--- src/rtl/upst_consts.vh ---
/*
 Constants for the Phy_done_strobe and transmit control block: power state
 codes, de-emphasis codes, AXI4-Lite register map and timing counts.
 Assumes a 25 MHz core clock that is also the parallel interface clock.
*/
// Overview of operation
// Completion strobe marks end of power change, rate change or detection.
// Strobe around P3 with stopped clock is asynchronous; MAC samples it so.
// MAC raises low-frequency pattern request only while sending CP7 or CP8.
// Request high: alternate runs of 50 to 250 ones and zeros.
// New de-emphasis select takes effect within 128 ns.
// De-emphasis 00 is -6 dB, 01 -3.5 dB, 10 none, 11 reserved.
// Power state 00 P0, 01 P1, 10 P2, 11 P3 lowest power.
// Outside P3 case, strobe is one clock pulse per completed operation.
`ifndef UPST_CONSTS_VH
`define UPST_CONSTS_VH

// ==================================================
// Power states
`define UPST_PWR_P0        2'h0
`define UPST_PWR_P1        2'h1
`define UPST_PWR_P2        2'h2
`define UPST_PWR_P3        2'h3

// ==================================================
// De-emphasis codes
`define UPST_DEEMPH_6DB    2'h0
`define UPST_DEEMPH_3P5DB  2'h1
`define UPST_DEEMPH_NONE   2'h2
`define UPST_DEEMPH_RSVD   2'h3

// ==================================================
// Register byte offsets
`define UPST_REG_CTRL      4'h0
`define UPST_REG_STATUS    4'h4
`define UPST_REG_COUNT     4'h8

// ==================================================
// Control register fields
`define UPST_CTRL_PWR_LSB  0
`define UPST_CTRL_RATE     2
`define UPST_CTRL_DET      3
`define UPST_CTRL_RESET    32'h0000_0000

// ==================================================
// Timing
`define UPST_CLK_MHZ       25
`define UPST_DEEMPH_NS     128
// Longest time rounds down: 128 ns * 25 MHz / 1000 = 3 cycles
`define UPST_DEEMPH_CYC    ((`UPST_DEEMPH_NS * `UPST_CLK_MHZ) / 1000)
`define UPST_RUN_DEF       100
`define UPST_RUN_MIN       50
`define UPST_RUN_MAX       250
`define UPST_OP_CYC        8

`endif

--- src/rtl/upst_phy_ctrl.v ---
/*
 Phy_done_strobe strobe and transmit control, AXI4-Lite register slave.
 Assumes one clock, inputs synchronous to it, MAC keeps its own rules.
*/
`include "upst_consts.vh"

module upst_phy_ctrl #(
   parameter RUN_LEN = `UPST_RUN_DEF,
   parameter OP_CYC  = `UPST_OP_CYC
) (
   // Clock and reset
   input  wire        clk,
   input  wire        arst_n,
   // AXI4-Lite write address and data
   input  wire        s_axi_awvalid,
   output reg         s_axi_awready,
   input  wire [3:0]  s_axi_awaddr,
   input  wire        s_axi_wvalid,
   output reg         s_axi_wready,
   input  wire [31:0] s_axi_wdata,
   input  wire [3:0]  s_axi_wstrb,
   // AXI4-Lite write response
   output reg         s_axi_bvalid,
   input  wire        s_axi_bready,
   output reg  [1:0]  s_axi_bresp,
   // AXI4-Lite read
   input  wire        s_axi_arvalid,
   output reg         s_axi_arready,
   input  wire [3:0]  s_axi_araddr,
   output reg         s_axi_rvalid,
   input  wire        s_axi_rready,
   output reg  [31:0] s_axi_rdata,
   output reg  [1:0]  s_axi_rresp,
   // MAC side pins
   input  wire        tx_low_freq_pattern_req,
   input  wire [1:0]  tx_deemphasis_select,
   input  wire [9:0]  txData,
   input  wire        pclkRunning,
   // PHY outputs
   output reg         phy_done_strobe,
   output reg  [9:0]  txSymbol,
   output reg  [1:0]  txDeemphApplied,
   output reg  [1:0]  phyPowerState
);

   localparam ST_IDLE = 2'h0;
   localparam ST_BUSY = 2'h1;
   localparam ST_DONE = 2'h2;

   reg [1:0]  state_r;
   reg [7:0]  opCnt_r;
   reg [1:0]  pwrReq_r;
   reg        p3Async_r;
   reg [7:0]  runCnt_r;
   reg        runLevel_r;
   reg [1:0]  dmCnt_r;
   reg [15:0] doneCnt_r;
   reg        awHeld_r;
   reg        wHeld_r;
   reg [3:0]  awAddr_r;
   reg [31:0] wData_r;
   reg        opStart;
   reg [31:0] rdVal;

   // ==================================================
   // Register write path
   always @(posedge clk or negedge arst_n) begin
      if (!arst_n) begin
         s_axi_awready <= 1'b1;
         s_axi_wready  <= 1'b1;
         s_axi_bvalid  <= 1'b0;
         s_axi_bresp   <= 2'h0;
         awHeld_r      <= 1'b0;
         wHeld_r       <= 1'b0;
         awAddr_r      <= 4'h0;
         wData_r       <= 32'h0000_0000;
      end else begin
         if (s_axi_awvalid && s_axi_awready) begin
            awHeld_r      <= 1'b1;
            awAddr_r      <= s_axi_awaddr;
            s_axi_awready <= 1'b0;
         end
         if (s_axi_wvalid && s_axi_wready) begin
            wHeld_r      <= 1'b1;
            wData_r      <= s_axi_wdata;
            s_axi_wready <= 1'b0;
         end
         if (awHeld_r && wHeld_r && !s_axi_bvalid) begin
            s_axi_bvalid <= 1'b1;
            // Busy operation refuses new control writes
            if (awAddr_r == `UPST_REG_CTRL)
               s_axi_bresp <= (state_r == ST_IDLE) ? 2'h0 : 2'h2;
            else
               s_axi_bresp <= 2'h2;
         end
         if (s_axi_bvalid && s_axi_bready) begin
            s_axi_bvalid  <= 1'b0;
            awHeld_r      <= 1'b0;
            wHeld_r       <= 1'b0;
            s_axi_awready <= 1'b1;
            s_axi_wready  <= 1'b1;
         end
      end
   end

   // Control write launches an operation
   always @* begin
      opStart = awHeld_r && wHeld_r && !s_axi_bvalid &&
                (awAddr_r == `UPST_REG_CTRL) && (state_r == ST_IDLE);
   end

   // ==================================================
   // Operation sequencer and completion strobe
   always @(posedge clk or negedge arst_n) begin
      if (!arst_n) begin
         state_r         <= ST_IDLE;
         opCnt_r         <= 8'h00;
         pwrReq_r        <= `UPST_PWR_P0;
         phyPowerState   <= `UPST_PWR_P0;
         phy_done_strobe <= 1'b0;
         p3Async_r       <= 1'b0;
         doneCnt_r       <= 16'h0000;
      end else begin
         case (state_r)
            ST_IDLE: begin
               if (p3Async_r && pclkRunning) begin
                  // Async level released once clock is back
                  phy_done_strobe <= 1'b0;
                  p3Async_r       <= 1'b0;
               end else if (!p3Async_r) begin
                  phy_done_strobe <= 1'b0;
               end
               if (opStart) begin
                  // power state field
                  pwrReq_r <= wData_r[`UPST_CTRL_PWR_LSB+1:`UPST_CTRL_PWR_LSB];
                  opCnt_r  <= OP_CYC[7:0];
                  state_r  <= ST_BUSY;
               end
            end
            ST_BUSY: begin
               if (opCnt_r == 8'h01)
                  state_r <= ST_DONE;
               opCnt_r <= opCnt_r - 8'h01;
            end
            default: begin
               // completion announced
               phyPowerState   <= pwrReq_r;
               phy_done_strobe <= 1'b1;
               doneCnt_r       <= doneCnt_r + 16'h0001;
               // held level when clock stopped around P3
               p3Async_r <= !pclkRunning &&
                  ((pwrReq_r == `UPST_PWR_P3) ||
                   (phyPowerState == `UPST_PWR_P3));
               // otherwise a one cycle pulse
               state_r <= ST_IDLE;
            end
         endcase
      end
   end

   // ==================================================
   // Register read path, unmapped answers SLVERR
   always @* begin
      if (s_axi_araddr == `UPST_REG_CTRL)
         rdVal = {30'h0, pwrReq_r};
      else if (s_axi_araddr == `UPST_REG_STATUS)
         rdVal = {26'h0, txDeemphApplied, p3Async_r, state_r != ST_IDLE,
                  phyPowerState};
      else if (s_axi_araddr == `UPST_REG_COUNT)
         rdVal = {16'h0, doneCnt_r};
      else
         rdVal = 32'h0000_0000;
   end

   always @(posedge clk or negedge arst_n) begin
      if (!arst_n) begin
         s_axi_arready <= 1'b1;
         s_axi_rvalid  <= 1'b0;
         s_axi_rdata   <= 32'h0000_0000;
         s_axi_rresp   <= 2'h0;
      end else if (s_axi_arvalid && s_axi_arready) begin
         s_axi_arready <= 1'b0;
         s_axi_rvalid  <= 1'b1;
         s_axi_rdata   <= rdVal;
         s_axi_rresp   <= (s_axi_araddr == `UPST_REG_CTRL ||
                           s_axi_araddr == `UPST_REG_STATUS ||
                           s_axi_araddr == `UPST_REG_COUNT) ? 2'h0 : 2'h2;
      end else if (s_axi_rvalid && s_axi_rready) begin
         s_axi_rvalid  <= 1'b0;
         s_axi_arready <= 1'b1;
      end
   end

   // ==================================================
   // Transmit path: low-frequency pattern and de-emphasis
   always @(posedge clk or negedge arst_n) begin
      if (!arst_n) begin
         txSymbol        <= 10'h000;
         runCnt_r        <= 8'h00;
         runLevel_r      <= 1'b1;
         txDeemphApplied <= `UPST_DEEMPH_6DB;
         dmCnt_r         <= 2'h0;
      end else begin
         if (tx_low_freq_pattern_req) begin
            // runs of ones then zeros, data ignored
            txSymbol <= {10{runLevel_r}};
            if (runCnt_r >= RUN_LEN[7:0] - 8'h01) begin
               runCnt_r   <= 8'h00;
               runLevel_r <= !runLevel_r;
            end else begin
               runCnt_r <= runCnt_r + 8'h01;
            end
         end else begin
            txSymbol   <= txData;
            runCnt_r   <= 8'h00;
            runLevel_r <= 1'b1;
         end
         // apply new select within bound
         // reserved code keeps last setting
         if (tx_deemphasis_select == txDeemphApplied ||
             tx_deemphasis_select == `UPST_DEEMPH_RSVD) begin
            dmCnt_r <= 2'h0;
         end else if (dmCnt_r >= 2'h1) begin
            txDeemphApplied <= tx_deemphasis_select;
            dmCnt_r         <= 2'h0;
         end else begin
            dmCnt_r <= dmCnt_r + 2'h1;
         end
      end
   end

endmodule // upst_phy_ctrl

--- config.mk ---
export PLATFORM = sky130hd
export DESIGN_NAME = upst_phy_ctrl
export DESIGN_NICKNAME = d
export VERILOG_FILES = /design/src/rtl/upst_phy_ctrl.v
export VERILOG_INCLUDE_DIRS = /design/src /design/src/rtl
export SDC_FILE = /design/constraint.sdc
export NUM_CORES = 1
export LEC_CHECK = 0
export ABC_AREA = 1
export BUFFER_PORTS_ARGS = -buffer_cell sky130_fd_sc_hd__buf_2
export CELL_PAD_IN_SITES_DETAIL_PLACEMENT = 1
export CELL_PAD_IN_SITES_GLOBAL_PLACEMENT = 2
export CORE_ASPECT_RATIO = 1.75
export CORE_UTILIZATION = 25
export DETAILED_ROUTE_END_ITERATION = 7
export PLACE_DENSITY = 0.75
export SLEW_MARGIN = 20
export SYNTH_ARGS = -nofsm -noshare
export SYNTH_HDL_FRONTEND = slang
export SYNTH_SLANG_ARGS = --single-unit
--- constraint.sdc ---
create_clock -name clk -period 1.3 [get_ports clk]
set_input_delay 0.195 -clock clk [delete_from_list [all_inputs] [get_ports clk]]
set_output_delay 0.195 -clock clk [all_outputs]
set_load 0.05 [all_outputs]
======== Yosys cells after proc, flatten, opt, wreduce, memory -nomap -nowiden ========
Cells that the tools add are included.
storage, ports and cells
  bits in registers ....................... 104
  output and inout bits ................... 56
  logic and storage cells ................. 116
operators by class
  $add $sub $neg .......................... 4
  magnitude comparators ................... 2
  equality and inequality tests ........... 13
  multiplexer cells ....................... 37
  bitwise operators ....................... 2
  reduce and logical (&&, ||, !) cells .... 34
operator list
  operator                                              number
  two-way mux 16 bit                                    3
  two-way mux 8 bit                                     3
  two-way mux 1 bit                                     19
  adder 16 x 1 -> 16 bit (second input constant)        1
  case mux 8 bit (2 select lines)                       1
  two-way mux 2 bit                                     7
  AND reduction 2 bit                                   6
  nonzero test 2 bit                                    6
  logical AND 1 bit                                     11
  two-way mux 10 bit                                    1
  adder 8 x 1 -> 8 bit (second input constant)          1
  equality test 8 x 1 -> 1 bit (second input constant)  1
  >= comparator 8 x 7 -> 1 bit (second input constant)  1
  logical NOT 4 bit                                     2
  subtractor 8 x 1 -> 8 bit (second input constant)     1
  equality test 2 bit (second input constant)           3
  equality test 4 x 3 -> 1 bit (second input constant)  1
  equality test 4 bit (second input constant)           1
  logical OR 1 bit                                      4
  != test 2 x 1 -> 1 bit (second input constant)        2
  != test 2 bit (second input constant)                 2
  case mux 1 bit (2 select lines)                       2
  case mux 2 bit (2 select lines)                       1
  logical NOT 1 bit                                     3
  8 further kinds                                       9

======== Longest topological paths before layout ========
  word-level depth ........................ 6
  depth in mapped cells ................... 8
  mapped depth without buffers ............ 8

======== Least setup slack after synthesis ========
No wires, ideal clock.
  path kind ............................... flip-flop to flip-flop
  start ................................... reg s_axi_arready
  end ..................................... reg s_axi_rdata[15]
  setup time .............................. 0.095 ns
  arrival ................................. 1.304 ns
  required time ........................... 1.205 ns
  setup slack ............................. -0.099 ns
  stages on the path, launching flop included .. 4
  buffers on the path ..................... 1
  period minus slack after synthesis ...... 1.399 ns
  cells stage by stage .................... dfstp_2 nand2_1 buf_2 o31ai_1
on the way
  cells in the longest elaborated chain, start to end .. 1
ends and longest elaborated chain
  element                 line                 text
  start, declared         upst_phy_ctrl.v:28   output reg s_axi_arready,
  start signal, assigned  upst_phy_ctrl.v:177  s_axi_arready <= 1'b1;
  start signal, assigned  upst_phy_ctrl.v:182  s_axi_arready <= 1'b0;
  start signal, assigned  upst_phy_ctrl.v:190  s_axi_arready <= 1'b1;
  logical AND 1 bit       upst_phy_ctrl.v:181  end else if (s_axi_arvalid && s_axi_arready) begin
  end signal, assigned    upst_phy_ctrl.v:184  s_axi_rdata <= rdVal;
  end, declared           upst_phy_ctrl.v:32   output reg [31:0] s_axi_rdata,
Every way passes these cells.
A chain may end at the register's enable or synchronous reset.

======== Final worst setup path ========
  start ................................... reg s_axi_awready
  end ..................................... out s_axi_awready
RTL lines
  element                 line                 text
  start, declared         upst_phy_ctrl.v:16   output reg s_axi_awready,
  start signal, assigned  upst_phy_ctrl.v:69   s_axi_awready <= 1'b1;
  start signal, assigned  upst_phy_ctrl.v:81   s_axi_awready <= 1'b0;
  start signal, assigned  upst_phy_ctrl.v:100  s_axi_awready <= 1'b1;
No word-level cell between the ends.

==> flow_summary.yaml <==
place:
  dp_hpwl_um: 7971
  portBuffers: 68
  place.gp.congestion: 0.7629
  dp_slack_ps: -95.18
  dp.cells: 750
setup_path:
  start_kind: "flip-flop"
  end_kind: "output port"
  startpoint: "s_axi_awready"
  cp_max_fo: 3
  critical-path-top-delay-family: "flip-flops"
  reg2reg_from: "doneCnt_r[1]"
  cp_cell_sequence: "buf_4"
  cp.required_ps: 1110
  regToRegEndpoint: "doneCnt_r[15]"
  r2r_slack_ps: 40
  reg2regPathDepth: 8
  slowest_stage: "dfstp_2"
  slowest_delay_ps: 540
  arrival_ps: 1070
  crit_type: "reg2out"
  worstPathBufferInverterCount: 1
sta:
  fin_crit_sh_pct: 97.58
  tns_ps: 0
  skew_ps: 9.988
  min_period_ps: 1269
  setup_ws_ps: 31.43
  finalSetupViolations: 0
  slew_violations: 0
  rsz0062_at_grt: "true"
  fmax_mhz: 788.3
  hold_viol: 0
finish:
  drive_gt1_share_pct: 27.47
  layoutNonFillerInstCount: 772
  fin_nets: 652
  final_cell_mix: "nand2_1, dfrtp_1, buf_2"
  finish.utilization_pct: 33.67
  area_delta_synth_final_pct: 30.68
  insertedDiodeCount: 0
  num-fill-cells: 1854
  layout_commonest_cell: "nand2_1"
yosys:
  yosys_warnings: 0
  yosysSeqAreaShare_pct: 54.15
  syn_avg_cell_area_um2: 8.422
  synth_async_sr_flop_share_pct: 100.0
  netlist_area_um2: 3984
  synth-seq-cells: 86
  synth_cell_types: 28
  ys.flop_type: "dfrtp_1"
  synth_edf_count: 0
  syn_inst: 473
route:
  ant_nets: 0
  wl_per_cell_um: 13.19
  wirelength_um: 10180
  vias: 3423
  viasPerCell: 4.434
  first_iter_violations: 53
  drc: 0
  dr.pass1.iters: 4
cts:
  cts_buffers: 9
  ctsLongestPathBuffers: 2
  clockRootBuffer: "clkbuf_16"
  insertion_delay_ps: 340
  cts_tree: "done"
  clock_sinks: 86
  htree_levels: 3
  cts.clk_slew.worst_paths_ps: 60
worst_hold_path:
  holdPathStages: 2
  holdCritStartpoint: "s_axi_awvalid"
  hp-class: "in2reg"
  hold_end: "s_axi_awready"
floorplanning:
  initial_core_util_pct: 25.76
  fp.dieW_um: 97.43
  core_area_um2: 15460
  die-area_um2: 16460
  fp-row-count: 60
  num_io_pins: 121
  dieHeight_um: 169.0
global_route:
  first_global_vias: 3743
  grtUsageTotal_pct: 13.15
  grt_pass1_wl_um: 17470
  grt_max_degree: 28
  grt_overflow: 0
  antenna_found_initial: 0
job:
  drv_cap: 0
status:
  status: "finished, final reports clean"
pwr:
  leakagePower_nw: 2.753
  p_per_area_nw_per_um2: 1811
  peakVddDrop_mv: 0.6860
-- logic make-up after synthesis --
group | Yosys count | share of synthesized area, %
adder cells (fa/ha/maj) | 6 | 1.884
XOR/XNOR | 11 | 2.419
flip-flops | 86 | 54.15
other | 1 | 0.09413
AND/OR/NAND/NOR | 242 | 25.75
AO/OA/AOI/OAI | 42 | 5.873
buffers and inverters | 85 | 9.830
-- what timing repair did --
| item | in CTS | in global routing |
|---|---|---|
| setup buffers | 0 | 4 |
| endpoints found under the hold margin | 24 | 0 |
| hold buffers | 1 | 0 |
| pin swaps | 3 | 10 |
| cloned | 0 | 1 |
| gates resized for setup | 14 | 28 |
| setup endpoints to repair | 17 | 24 |
-- worst max-delay path by stage --
stage	cells after the start	to
finish	1	s_axi_awready
global route	7	doneCnt_r[15]
CTS	8	doneCnt_r[12]
detailed placement	6	runCnt_r[2]
global placement	6	runCnt_r[4]
floorplan	3	s_axi_rdata[15]
-- cell type report --
type	count	area (um^2)	area share (%)
sequential	86	2160	41.48
multi-input combinational	321	1622	31.15
timing repair buffer	101	650.6	12.50
clock buffer	11	252.7	4.855
inverter	62	232.7	4.470
tap	186	232.7	4.470
clock inverter	5	56.30	1.081
-- registers in the layout, summed over array words and instances, names as in the netlist, 2 cells and up --
signal           count
wData_r              2
txSymbol            10
phyPowerState        2
doneCnt_r           16
state_r              2
opCnt_r              8
runCnt_r             8
s_axi_rdata         16
awAddr_r             4
txDeemphApplied      2
dmCnt_r              2
pwrReq_r             2
-- power breakdown --
part	switching, W	internal [W]
sequential	0.000370	0.00323
combinational	0.00218	0.000969
clock	0.00108	0.00159
-- synth_stat cells, drive strengths merged (3+ instances only) --
master	n	area [um^2]
nor3	6	30.03
dfstp	4	105.1
nand4	8	50.05
buf	20	147.6
nand2	157	599.3
a21oi	5	25.02
dfrtp	82	2052
xor2	8	70.07
clkbuf	3	11.26
xnor2	3	26.28
ha	6	75.07
inv	61	229.0
o21ai	27	135.1
nor2	34	157.6
o31ai	8	60.06
nand3	35	175.2
-- stage by stage --
stage	hold slack, ps	total power (W)	cell area (um^2)
final	33.52	0.009429	5206
after global routing	32.91	0.01002	5206
after CTS	21.93	0.009444	5082
after detailed placement	170.4	0.006635	4720
after global placement	169.2	0.006492	4720
after floorplan	-100.6	0.005618	4055
-- metal layers --
layer / vias to the layer above / routed length, um / GRT usage, %
met4: 0 / 166 / 5.754
met3: 12 / 438 / 2.353
met2: 89 / 5710 / 25.69
met1: 1658 / 3869 / 13.35
li1: 1664 / - / -
met5: - / 0 / 0
Power figures use the tool's default switching activity.
